### src/pkg/qct_defines.svh
/*
 Register offsets, field positions and reset values of the quad
 counter/timer/PWM block. Assumes inclusion by bare name from a design
 file; holds definitions only.
*/
`ifndef QCT_DEFINES_SVH
`define QCT_DEFINES_SVH

`define QCT_OFF_CNT_A 6'h00
`define QCT_OFF_CNT_B 6'h04
`define QCT_OFF_CNT_C 6'h08
`define QCT_OFF_CNT_D 6'h0C
`define QCT_OFF_CLKSEL 6'h10
`define QCT_OFF_CFG1 6'h14
`define QCT_OFF_CFG2 6'h18
`define QCT_OFF_RUN 6'h1C

`define QCT_CFG1_DIR_LSB 4
`define QCT_CFG1_CHAIN_LSB 2
`define QCT_CFG1_PWM_LSB 0
`define QCT_CFG2_SNAPSHOT_SOURCE_CHOICE_LSB 6
`define QCT_CFG2_CAPFN_LSB 4
`define QCT_CFG2_PWSEL_LSB 0

`define QCT_RST_BYTE 8'h00
`define QCT_RST_WAIT 1'b1

`endif

### src/pkg/qct_pkg.sv
/*
 Types of the quad counter/timer/PWM block: clock source codes and
 capture edge functions. Assumes nothing of its surroundings.
*/
package qct_pkg;

    typedef enum logic [1:0] {
        QCT_CK_PIN = 2'h0,
        QCT_CK_INT_A = 2'h1,
        QCT_CK_INT_B = 2'h2,
        QCT_CK_DIV128 = 2'h3
    } qct_clksel_e;

    typedef enum logic [1:0] {
        QCT_CAP_OFF = 2'h0,
        QCT_CAP_RISE = 2'h1,
        QCT_CAP_FALL = 2'h2,
        QCT_CAP_BOTH = 2'h3
    } qct_capfn_e;

endpackage

### src/qct_top.sv
/*
 Four 8-bit counter/timers with pair chaining, capture on the first
 pair and two pulse-width outputs, behind an Avalon-MM slave.
 Assumes all clock-source and capture inputs are synchronous levels of
 clk_sys; pin debouncing lives in the port A logic outside.
*/
// The placing of the registers and the Avalon-MM interface to the registers are this design's own decisions.
// Functional notes
// [RL1] Four 8-bit counters; pairs A-B and C-D may chain to 16 bits.
// [RL2] Two pulse-width outputs on port B, width 8,10,12,14 or 16 bits.
// [RL3] One shared capture event snapshots counters A and B together.
// [RL4] Unchained A and B may use different clocks while captured.
// [RL5] Unchained A-B: counters, captured, PWM plus counter or captured.
// [RL6] Unchained C-D: two counters, or C as PWM with D counting.
// [RL7] A/B writes set compare; reads give count, or capture if active.
// [RL8] C/D writes set compare; reads always give live count.
// [RL9] Clock select holds four 2-bit selectors, D high down to A low.
// [RL10] Four sources per counter; port A low pins as external clocks.
// [RL11] Config one bits 7..4 set direction of D..A; one means up.
// [RL12] Config one bit 3 chains C-D, bit 2 chains A-B.
// [RL13] Config one bits 1 and 0 enable pulse outputs one and zero.
// [RL14] Config two holds capture source 7-6 and function 5-4, reset 0.
// [RL15] Config two holds pulse width selects: out1 3-2, out0 1-0.
// [RL16] Capture from chosen source on rising, falling or both edges.
// [RL17] Counter lines map to interrupt and event bank bits.
// [RL18] Counters run only when enabled; low enable governs chained high.
// [RL19] Counter-mode write clears up-count or loads down-count; PWM not.
// [RL20] Selector 00 own pin, 01/10 internal clocks, 11 divided clock.
// [RL21] Software changes sources and modes only while stopped.
// [RL22] Each counter line pulses one cycle on compare or capture.
`timescale 1ns/100ps
`include "qct_defines.svh"

module qct_top
    import qct_pkg::*;
(
    input wire logic clk_sys,
    input wire logic nrst,
    input wire logic [5:0] avs_address,
    input wire logic avs_read,
    input wire logic avs_write,
    input wire logic [3:0] avs_byteenable,
    input wire logic [31:0] avs_writedata,
    output logic [31:0] avs_readdata,
    output logic avs_waitrequest,
    input wire logic [3:0] ext_clock_pins,
    input wire logic [3:0] int_clock_a,
    input wire logic [3:0] int_clock_b,
    input wire logic div128_clock,
    input wire logic [3:0] snapshot_sources,
    output logic pulse_pin0,
    output logic pulse_pin1,
    output logic pulse_pin0_active,
    output logic pulse_pin1_active,
    output logic first_counter_irq,
    output logic second_counter_irq,
    output logic third_counter_irq,
    output logic fourth_counter_irq,
    output logic [7:0] irq_upper_bank,
    output logic [7:0] irq_lower_bank,
    output logic [7:0] event_bank
);

    logic [7:0] cnt_reg [4];
    logic [7:0] cmp_reg [4];
    logic [7:0] cap_reg [2];
    logic [7:0] counter_clock_select_reg;
    logic [7:0] counter_direction_chain_pwm_cfg_reg;
    logic [7:0] capture_and_pwm_width_cfg_reg;
    logic [3:0] counter_run_enables_reg;
    logic snap_prev_reg;
    wire logic [3:0] step_w;
    wire logic [3:0] term_w;
    wire logic [3:0] wrap_w;
    wire logic [3:0] event_w;
    wire logic [3:0] up_w;
    wire logic [3:0] pwm_here_w;
    wire logic [1:0] pwm_w;
    logic wr_acc;
    logic [7:0] rd_next;
    logic cap_on;
    logic snap_src;
    logic cap_evt;
    logic [3:0] irq_next;
    logic [3:0] widx;

    assign wr_acc = avs_write & ~avs_waitrequest & avs_byteenable[0];
    assign widx = avs_address[5:2];

    // One wait state on every access keeps read data a registered value.
    always_ff @(posedge clk_sys or negedge nrst) begin
        if (!nrst) begin
            avs_waitrequest <= `QCT_RST_WAIT;
        end else begin
            avs_waitrequest <= ~((avs_read | avs_write) & avs_waitrequest);
        end
    end

    always_comb begin
        rd_next = 8'h00;
        unique case (avs_address)
            `QCT_OFF_CNT_A: rd_next = cap_on ? cap_reg[0] : cnt_reg[0]; // RL7
            `QCT_OFF_CNT_B: rd_next = cap_on ? cap_reg[1] : cnt_reg[1]; // RL7
            `QCT_OFF_CNT_C: rd_next = cnt_reg[2]; // RL8
            `QCT_OFF_CNT_D: rd_next = cnt_reg[3]; // RL8
            `QCT_OFF_CLKSEL: rd_next = counter_clock_select_reg;
            `QCT_OFF_CFG1: rd_next = counter_direction_chain_pwm_cfg_reg;
            `QCT_OFF_CFG2: rd_next = capture_and_pwm_width_cfg_reg;
            `QCT_OFF_RUN: rd_next = {4'h0, counter_run_enables_reg};
            default: rd_next = 8'h00;
        endcase
    end

    always_ff @(posedge clk_sys or negedge nrst) begin
        if (!nrst) begin
            avs_readdata <= 32'h0000_0000;
        end else if (avs_read && avs_waitrequest) begin
            avs_readdata <= {24'h00_0000, rd_next};
        end
    end

    // Fields without a defined reset value still clear, so that the
    // block never runs from an unknown mode.
    always_ff @(posedge clk_sys or negedge nrst) begin
        if (!nrst) begin
            counter_clock_select_reg <= `QCT_RST_BYTE;
            counter_direction_chain_pwm_cfg_reg <= `QCT_RST_BYTE;
            capture_and_pwm_width_cfg_reg <= `QCT_RST_BYTE;
            counter_run_enables_reg <= 4'h0;
        end else if (wr_acc) begin
            if (avs_address == `QCT_OFF_CLKSEL) begin
                counter_clock_select_reg <= avs_writedata[7:0]; // RL9
            end
            if (avs_address == `QCT_OFF_CFG1) begin
                counter_direction_chain_pwm_cfg_reg <= avs_writedata[7:0];
            end
            if (avs_address == `QCT_OFF_CFG2) begin
                capture_and_pwm_width_cfg_reg <= avs_writedata[7:0];
            end
            if (avs_address == `QCT_OFF_RUN) begin
                counter_run_enables_reg <= avs_writedata[3:0]; // RL18
            end
        end
    end

    genvar gi;
    generate
        for (gi = 0; gi < 4; gi++) begin : g_ch
            localparam int LO = gi & 2;
            localparam int PR = gi / 2;
            localparam bit HI = (gi % 2) == 1;
            logic chained;
            logic hi_ch;
            logic run;
            logic src;
            logic src_prev_reg;
            logic base_step;
            logic ch_inc;
            logic ch_rld;
            logic reload;
            logic inc;
            logic wr_hit;
            logic [7:0] cnt_next;

            assign chained = counter_direction_chain_pwm_cfg_reg[
                `QCT_CFG1_CHAIN_LSB + PR]; // RL12
            assign hi_ch = HI & chained;
            assign pwm_here_w[gi] = counter_direction_chain_pwm_cfg_reg[
                `QCT_CFG1_PWM_LSB + PR] & (!HI || chained); // RL13
            // PWM always counts down; a chained pair follows the low bit.
            assign up_w[gi] = ~pwm_here_w[gi]
                & counter_direction_chain_pwm_cfg_reg[`QCT_CFG1_DIR_LSB
                + (chained ? LO : gi)]; // RL11
            assign run = counter_run_enables_reg[hi_ch ? LO : gi]; // RL18

            always_comb begin
                unique case (counter_clock_select_reg[2*gi +: 2]) // RL20
                    QCT_CK_PIN: src = ext_clock_pins[gi]; // RL10
                    QCT_CK_INT_A: src = int_clock_a[gi];
                    QCT_CK_INT_B: src = int_clock_b[gi];
                    QCT_CK_DIV128: src = div128_clock;
                endcase
            end

            always_ff @(posedge clk_sys or negedge nrst) begin
                if (!nrst) begin
                    src_prev_reg <= 1'b0;
                end else begin
                    src_prev_reg <= src;
                end
            end

            assign base_step = run & src & ~src_prev_reg & ~hi_ch;
            assign wrap_w[gi] = up_w[gi] ? (cnt_reg[gi] == 8'hFF)
                : (cnt_reg[gi] == 8'h00);
            // A chained low counter ends on the whole 16-bit value.
            assign term_w[gi] = ~pwm_here_w[gi] & (chained
                ? (up_w[gi]
                    ? ({cnt_reg[LO+1], cnt_reg[LO]}
                        == {cmp_reg[LO+1], cmp_reg[LO]})
                    : ({cnt_reg[LO+1], cnt_reg[LO]} == 16'h0000))
                : (up_w[gi] ? (cnt_reg[gi] == cmp_reg[gi])
                    : (cnt_reg[gi] == 8'h00)));

            if (HI) begin : g_hi
                assign ch_inc = step_w[LO] & ~term_w[LO] & wrap_w[LO]; // RL1
                assign ch_rld = step_w[LO] & term_w[LO];
            end else begin : g_lo
                assign ch_inc = 1'b0;
                assign ch_rld = 1'b0;
            end

            assign step_w[gi] = hi_ch ? ch_inc : base_step;
            assign reload = ~pwm_here_w[gi]
                & (hi_ch ? ch_rld : base_step & term_w[gi]);
            assign inc = hi_ch ? ch_inc : base_step & ~reload;
            assign event_w[gi] = reload & ~hi_ch;
            assign wr_hit = wr_acc & (widx == 4'(gi));

            always_comb begin
                cnt_next = cnt_reg[gi];
                if (wr_hit && !pwm_here_w[gi]) begin
                    cnt_next = up_w[gi] ? 8'h00 : avs_writedata[7:0]; // RL19
                end else if (reload) begin
                    cnt_next = up_w[gi] ? 8'h00 : cmp_reg[gi];
                end else if (inc) begin
                    cnt_next = up_w[gi] ? 8'(cnt_reg[gi] + 8'h01)
                        : 8'(cnt_reg[gi] - 8'h01);
                end
            end

            always_ff @(posedge clk_sys or negedge nrst) begin
                if (!nrst) begin
                    cnt_reg[gi] <= `QCT_RST_BYTE;
                    cmp_reg[gi] <= `QCT_RST_BYTE;
                end else begin
                    cnt_reg[gi] <= cnt_next;
                    if (wr_hit) begin
                        cmp_reg[gi] <= avs_writedata[7:0]; // RL7 RL8
                    end
                end
            end
        end
    endgenerate

    // Chained PWM keeps the full 16-bit counter and masks for the width.
    function automatic logic [15:0] qct_pw_mask(input logic chain,
                                                 input logic [1:0] sel);
        logic [15:0] m;
        m = 16'h00FF;
        if (chain) begin
            unique case (sel)
                2'h0: m = 16'h03FF;
                2'h1: m = 16'h0FFF;
                2'h2: m = 16'h3FFF;
                2'h3: m = 16'hFFFF;
            endcase
        end
        return m;
    endfunction

    genvar gp;
    generate
        for (gp = 0; gp < 2; gp++) begin : g_pw
            logic [15:0] mask;
            assign mask = qct_pw_mask(
                counter_direction_chain_pwm_cfg_reg[`QCT_CFG1_CHAIN_LSB + gp],
                capture_and_pwm_width_cfg_reg[`QCT_CFG2_PWSEL_LSB + 2*gp +: 2]);
            assign pwm_w[gp] = ({cnt_reg[2*gp+1], cnt_reg[2*gp]} & mask)
                < ({cmp_reg[2*gp+1], cmp_reg[2*gp]} & mask); // RL2 RL15
        end
    endgenerate

    always_ff @(posedge clk_sys or negedge nrst) begin
        if (!nrst) begin
            pulse_pin0 <= 1'b0;
            pulse_pin1 <= 1'b0;
            pulse_pin0_active <= 1'b0;
            pulse_pin1_active <= 1'b0;
        end else begin
            pulse_pin0_active <= pwm_here_w[0]; // RL13
            pulse_pin1_active <= pwm_here_w[2]; // RL13 RL6
            pulse_pin0 <= pwm_here_w[0] & pwm_w[0]; // RL2 RL5
            pulse_pin1 <= pwm_here_w[2] & pwm_w[1]; // RL2
        end
    end

    assign cap_on = capture_and_pwm_width_cfg_reg[`QCT_CFG2_CAPFN_LSB +: 2]
        != QCT_CAP_OFF; // RL14
    assign snap_src = snapshot_sources[
        capture_and_pwm_width_cfg_reg[`QCT_CFG2_SNAPSHOT_SOURCE_CHOICE_LSB +: 2]];

    always_comb begin
        unique case (capture_and_pwm_width_cfg_reg[`QCT_CFG2_CAPFN_LSB +: 2])
            QCT_CAP_OFF: cap_evt = 1'b0;
            QCT_CAP_RISE: cap_evt = snap_src & ~snap_prev_reg; // RL16
            QCT_CAP_FALL: cap_evt = ~snap_src & snap_prev_reg; // RL16
            QCT_CAP_BOTH: cap_evt = snap_src ^ snap_prev_reg; // RL16
        endcase
    end

    // Both counters take the same snapshot, whatever clocks them.
    always_ff @(posedge clk_sys or negedge nrst) begin
        if (!nrst) begin
            snap_prev_reg <= 1'b0;
            cap_reg[0] <= `QCT_RST_BYTE;
            cap_reg[1] <= `QCT_RST_BYTE;
        end else begin
            snap_prev_reg <= snap_src;
            if (cap_evt) begin
                cap_reg[0] <= cnt_reg[0]; // RL3 RL4
                cap_reg[1] <= cnt_reg[1]; // RL3 RL4
            end
        end
    end

    // With capture on, the first pair signals snapshots, not compares;
    // a PWM first counter gives no line of its own.
    assign irq_next[0] = cap_on ? cap_evt & ~pwm_here_w[0]
        : event_w[0] & ~pwm_here_w[0]; // RL22 RL5
    assign irq_next[1] = cap_on ? cap_evt : event_w[1]; // RL22
    assign irq_next[2] = event_w[2]; // RL22
    assign irq_next[3] = event_w[3]; // RL22

    always_ff @(posedge clk_sys or negedge nrst) begin
        if (!nrst) begin
            first_counter_irq <= 1'b0;
            second_counter_irq <= 1'b0;
            third_counter_irq <= 1'b0;
            fourth_counter_irq <= 1'b0;
            irq_upper_bank <= 8'h00;
            irq_lower_bank <= 8'h00;
            event_bank <= 8'h00;
        end else begin
            first_counter_irq <= irq_next[0];
            second_counter_irq <= irq_next[1];
            third_counter_irq <= irq_next[2];
            fourth_counter_irq <= irq_next[3];
            irq_upper_bank <= {3'h0, irq_next[0], irq_next[2], 3'h0}; // RL17
            irq_lower_bank <= {2'h0, irq_next[1], irq_next[3], 4'h0}; // RL17
            event_bank <= {irq_next[0], irq_next[2], 2'h0,
                irq_next[1], irq_next[3], 2'h0}; // RL17
        end
    end
endmodule
### config.mk
export PLATFORM = sky130hd
export DESIGN_NAME = qct_top
export DESIGN_NICKNAME = d
export VERILOG_FILES = /design/src/pkg/qct_pkg.sv /design/src/qct_top.sv
export VERILOG_INCLUDE_DIRS = /design/src /design/src/pkg
export SDC_FILE = /design/constraint.sdc
export NUM_CORES = 1
export LEC_CHECK = 0
export BUFFER_PORTS_ARGS = -buffer_cell sky130_fd_sc_hd__buf_2
export CORE_MARGIN = 1.5
export CORE_UTILIZATION = 50
export DETAILED_ROUTE_END_ITERATION = 8
export GPL_ROUTABILITY_DRIVEN = 0
export PLACE_DENSITY_LB_ADDON = 0.25
export SLEW_MARGIN = 10
export SYNTH_ARGS = -nofsm -noshare
export SYNTH_HDL_FRONTEND = slang
export SYNTH_SLANG_ARGS = --single-unit
### constraint.sdc
create_clock -name clk_sys -period 3.53 [get_ports clk_sys]
set_input_delay 0.353 -clock clk_sys [delete_from_list [all_inputs] [get_ports clk_sys]]
set_output_delay 0.353 -clock clk_sys [all_outputs]
set_load 0.03 [all_outputs]
==> summary.txt <==
Timing
  – Hold Vio Cnt, Final: 0
  – Final period util: 84.96%
  – RSZ-0062 raised after global routing: no
  – Actual slew at the worst max-slew pin: 1.076 ns
  – Fmax: 0.3334 GHz
  – Final setup fails: 0
  – Total Neg Setup Slack: 0 ns
  – Slew margin rel.: 27.97%
  – Worst Clk Skew: 0.008885 ns
  – Min Hold Slack: 0.08825 ns
  – Period minus WS final: 2.999 ns
  – Max-slew violations: 0

Critical path
  – Crit Path Class: reg2reg
  – FF-to-FF setup slack: 0.53 ns
  – Crit path cell chain: or4_1 -> nor2_2 -> o2111ai_2 -> o41a_1 -> a41o_1 -> nor3_4 -> mux2_2
  – CP startpoint kind: flop
  – CP top delay family: simple AND/OR/NAND/NOR gates
  – Max incr delay on CP: 0.58 ns
  – Reg2reg start: cnt_reg[2]$_DFFE_PN0P_
  – Worst Path Arrival: 3.31 ns
  – Worst Path Required: 3.85 ns
  – Worst Path Buf+Inv: 0
  – Critical path's slowest cell: or4_1
  – Crit end category: flop
  – CP Max Fanout: 8
  – Reg2reg path depth: 7
  – Reg-to-reg endpoint: cnt_reg[3]$_DFFE_PN0P_

Yosys
  – Synth async-reset ratio: 100.0%
  – Gate Count Post-Synth: 994
  – Synthesized area per cell: 9.346 um^2
  – Synth area leader: dfrtp_1
  – Share of the synthesized area in the top cell type: 34.75%
  – Count leader, synth: dfrtp_1
  – Synth warnings: 0
  – Register area share after synthesis: 35.03%
  – Synth top area cells: dfrtp_1 35%, mux2_2 9.5%, ha_1 7.8%
  – Synth Register Bits: 130
  – Primary FF master, synth: dfrtp_1
  – Netlist cell types: 69
  – Synthesized area: 0.009290 mm^2
  – Most instantiated cells after synthesis: 129 x dfrtp_1, 119 x nand2_1, 78 x mux2_2
  – EDFF count, synth: 0

Floorplan
  – Std cell rows: 49
  – I/O pins: 128
  – Starting density of the core: 51.37%
  – Die height: 139.3 um
  – Core area: 0.01809 mm^2
  – Die area: 0.01941 mm^2
  – Die width: 139.3 um

Place
  – Port Buffer Count: 60
  – Detailed Place HPWL: 18.27 mm
  – DP Area: 0.009671 mm^2

GRT
  – GRT overflow: 0
  – Vias in the first global route: 7402
  – Largest net degree at the start of global routing: 71
  – First-pass GRT wire length: 40.87 mm
  – Initial antenna violation count: 0
  – Total Routing Usage GR: 27.15%

Final layout
  – Design Area, Final: 0.01031 mm^2
  – N_diodes: 0
  – Area growth, synth to finish: 10.95%
  – Share of cells above drive strength 1: 20.59%
  – Layout Nets: 1171

Detailed routing
  – Routed WL: 25.43 mm
  – DRC violations left: 13
  – DR vias/cell: 5.987
  – Drt pass-1 iters: 8
  – Routed Antenna Nets: 0
  – Wirelength per Cell: 19.74 um
  – Initial drt markers: 815
  – Via count: 7711

Clock tree
  – CTS sink count: 130
  – CTS clk-pin slew, worst paths: 0.06 ns
  – Post-CTS sizing: 0
  – Later-pin clock latency in the skew report: 0.43 ns
  – Clock root buffer: clkbuf_16
  – Longest Clk Path Bufs: 2
  – CTS tree: done
  – H-tree depth: 4
  – Total CTS buffers: 17
  – Postcts setup bufs: 0

Worst hold path
  – Hold Crit Class: in2reg
  – Min-delay src: avs_read
  – Hold endpoint: avs_waitrequest$_DFF_PN1_
  – Hold depth: 2

Pwr
  – Leakage: 4.645 nW
  – Pwr/cell area: 635.6 mW/mm^2
  – Maximum VDD drop: 0.3642 mV

Flow run
  – Maxcap violations: 0

Run status
  – Status: finished with violations
  – Failing checks: DRC
cells by family (layout without fill, tap and decap cells):
family / Yosys count / in the layout / synth area share, %
adder cells (fa/ha/maj): 62 / 62 / 8.673
flip-flops: 130 / 130 / 35.03
buffers and inverters: 130 / 156 / 7.502
XOR/XNOR: 41 / 41 / 3.865
other: 1 / 40 / 0.04037
AO/OA/AOI/OAI: 197 / 197 / 13.74
AND/OR/NAND/NOR: 323 / 323 / 17.15
multiplexers: 110 / 110 / 14.01
placed cells by master (no fill, tap or decap), types with 7 or more instances in the layout:
master | Yosys | layout
nor2_1 | 60 | 60
clkbuf_16 | 0 | 17
inv_1 | 35 | 35
nand4_1 | 17 | 17
buf_2 | 2 | 59
a221oi_1 | 8 | 8
a31oi_1 | 10 | 10
mux2_2 | 78 | 78
nand3b_1 | 10 | 10
o211ai_1 | 8 | 8
ha_1 | 58 | 58
and2_1 | 14 | 14
a22oi_1 | 8 | 8
a211oi_1 | 9 | 9
nor2b_1 | 10 | 10
xnor2_1 | 24 | 24
nor3_1 | 17 | 17
mux2i_1 | 22 | 22
dfrtp_1 | 129 | 129
buf_4 | 51 | 27
nand2_1 | 119 | 119
conb_1 | 1 | 40
a21oi_1 | 57 | 57
o21ai_0 | 43 | 43
nor4_1 | 9 | 9
xor2_1 | 17 | 17
o21bai_1 | 7 | 7
mux4_2 | 8 | 8
nand3_1 | 29 | 29
per-stage QoR:
step / instances / util, % / power, W / setup slack [ns]
2_1_floorplan: 1033 / - / 0.004070 / 0.5821
3_3_place_gp: 1255 / 53.47 / 0.004607 / 0.6019
3_5_place_dp: 1255 / 53.47 / 0.004651 / 0.5808
4_1_cts: 1288 / 56.99 / 0.006544 / 0.5570
5_1_grt: 1288 / 56.99 / 0.006995 / 0.3347
6_report: 1288 / 56.99 / 0.006551 / 0.5309
layer usage:
metal	track usage [%]	up-vias	routed length, um
met3	4.129	35	2105
met5	0	-	0
met4	8.007	0	409
li1	-	3615	-
met1	39.80	3732	11540
met2	41.50	329	11370
area by class of cell:
cell class | instances | area, um^2
sequential | 130 | 3254
timing repair buffer | 88 | 519.2
clock inverter | 13 | 173.9
clock buffer | 19 | 452.9
inverter | 36 | 135.1
tap | 229 | 286.5
fill | 1620 | 7779
multi-input combinational | 773 | 5485
where the power goes:
| group | internal [W] | total (W) | switching, W |
|---|---|---|---|
| clock network | 0.00116 | 0.00187 | 0.000713 |
| registers | 0.00174 | 0.00218 | 0.000442 |
| logic | 0.00118 | 0.00250 | 0.00132 |
| total | 0.00408 | 0.00655 | 0.00247 |
repair_timing:
item	4_1_cts	5_1_grt
endpoints found under the setup margin	0	0
hold buffers	1	0
endpoints found under the hold margin	68	0
how the worst max path moves through the flow:
stage / end / start / slack, ns / depth (start not counted)
after floorplan: cnt_reg[7]$_DFFE_PN0P_ / counter_direction_chain_pwm_cfg_reg[3]$_DFFE_PN0P_ / 0.58 / 10
after global placement: cnt_reg[3]$_DFFE_PN0P_ / cnt_reg[5]$_DFFE_PN0P_ / 0.60 / 7
after detailed placement: cnt_reg[4]$_DFFE_PN0P_ / cnt_reg[5]$_DFFE_PN0P_ / 0.58 / 7
after CTS: cnt_reg[4]$_DFFE_PN0P_ / cnt_reg[2]$_DFFE_PN0P_ / 0.56 / 7
after global routing: cnt_reg[15]$_DFFE_PN0P_ / counter_direction_chain_pwm_cfg_reg[1]$_DFFE_PN0P_ / 0.33 / 11
final: cnt_reg[3]$_DFFE_PN0P_ / cnt_reg[2]$_DFFE_PN0P_ / 0.53 / 7
No activity file was read; power rests on OpenSTA's default activity.
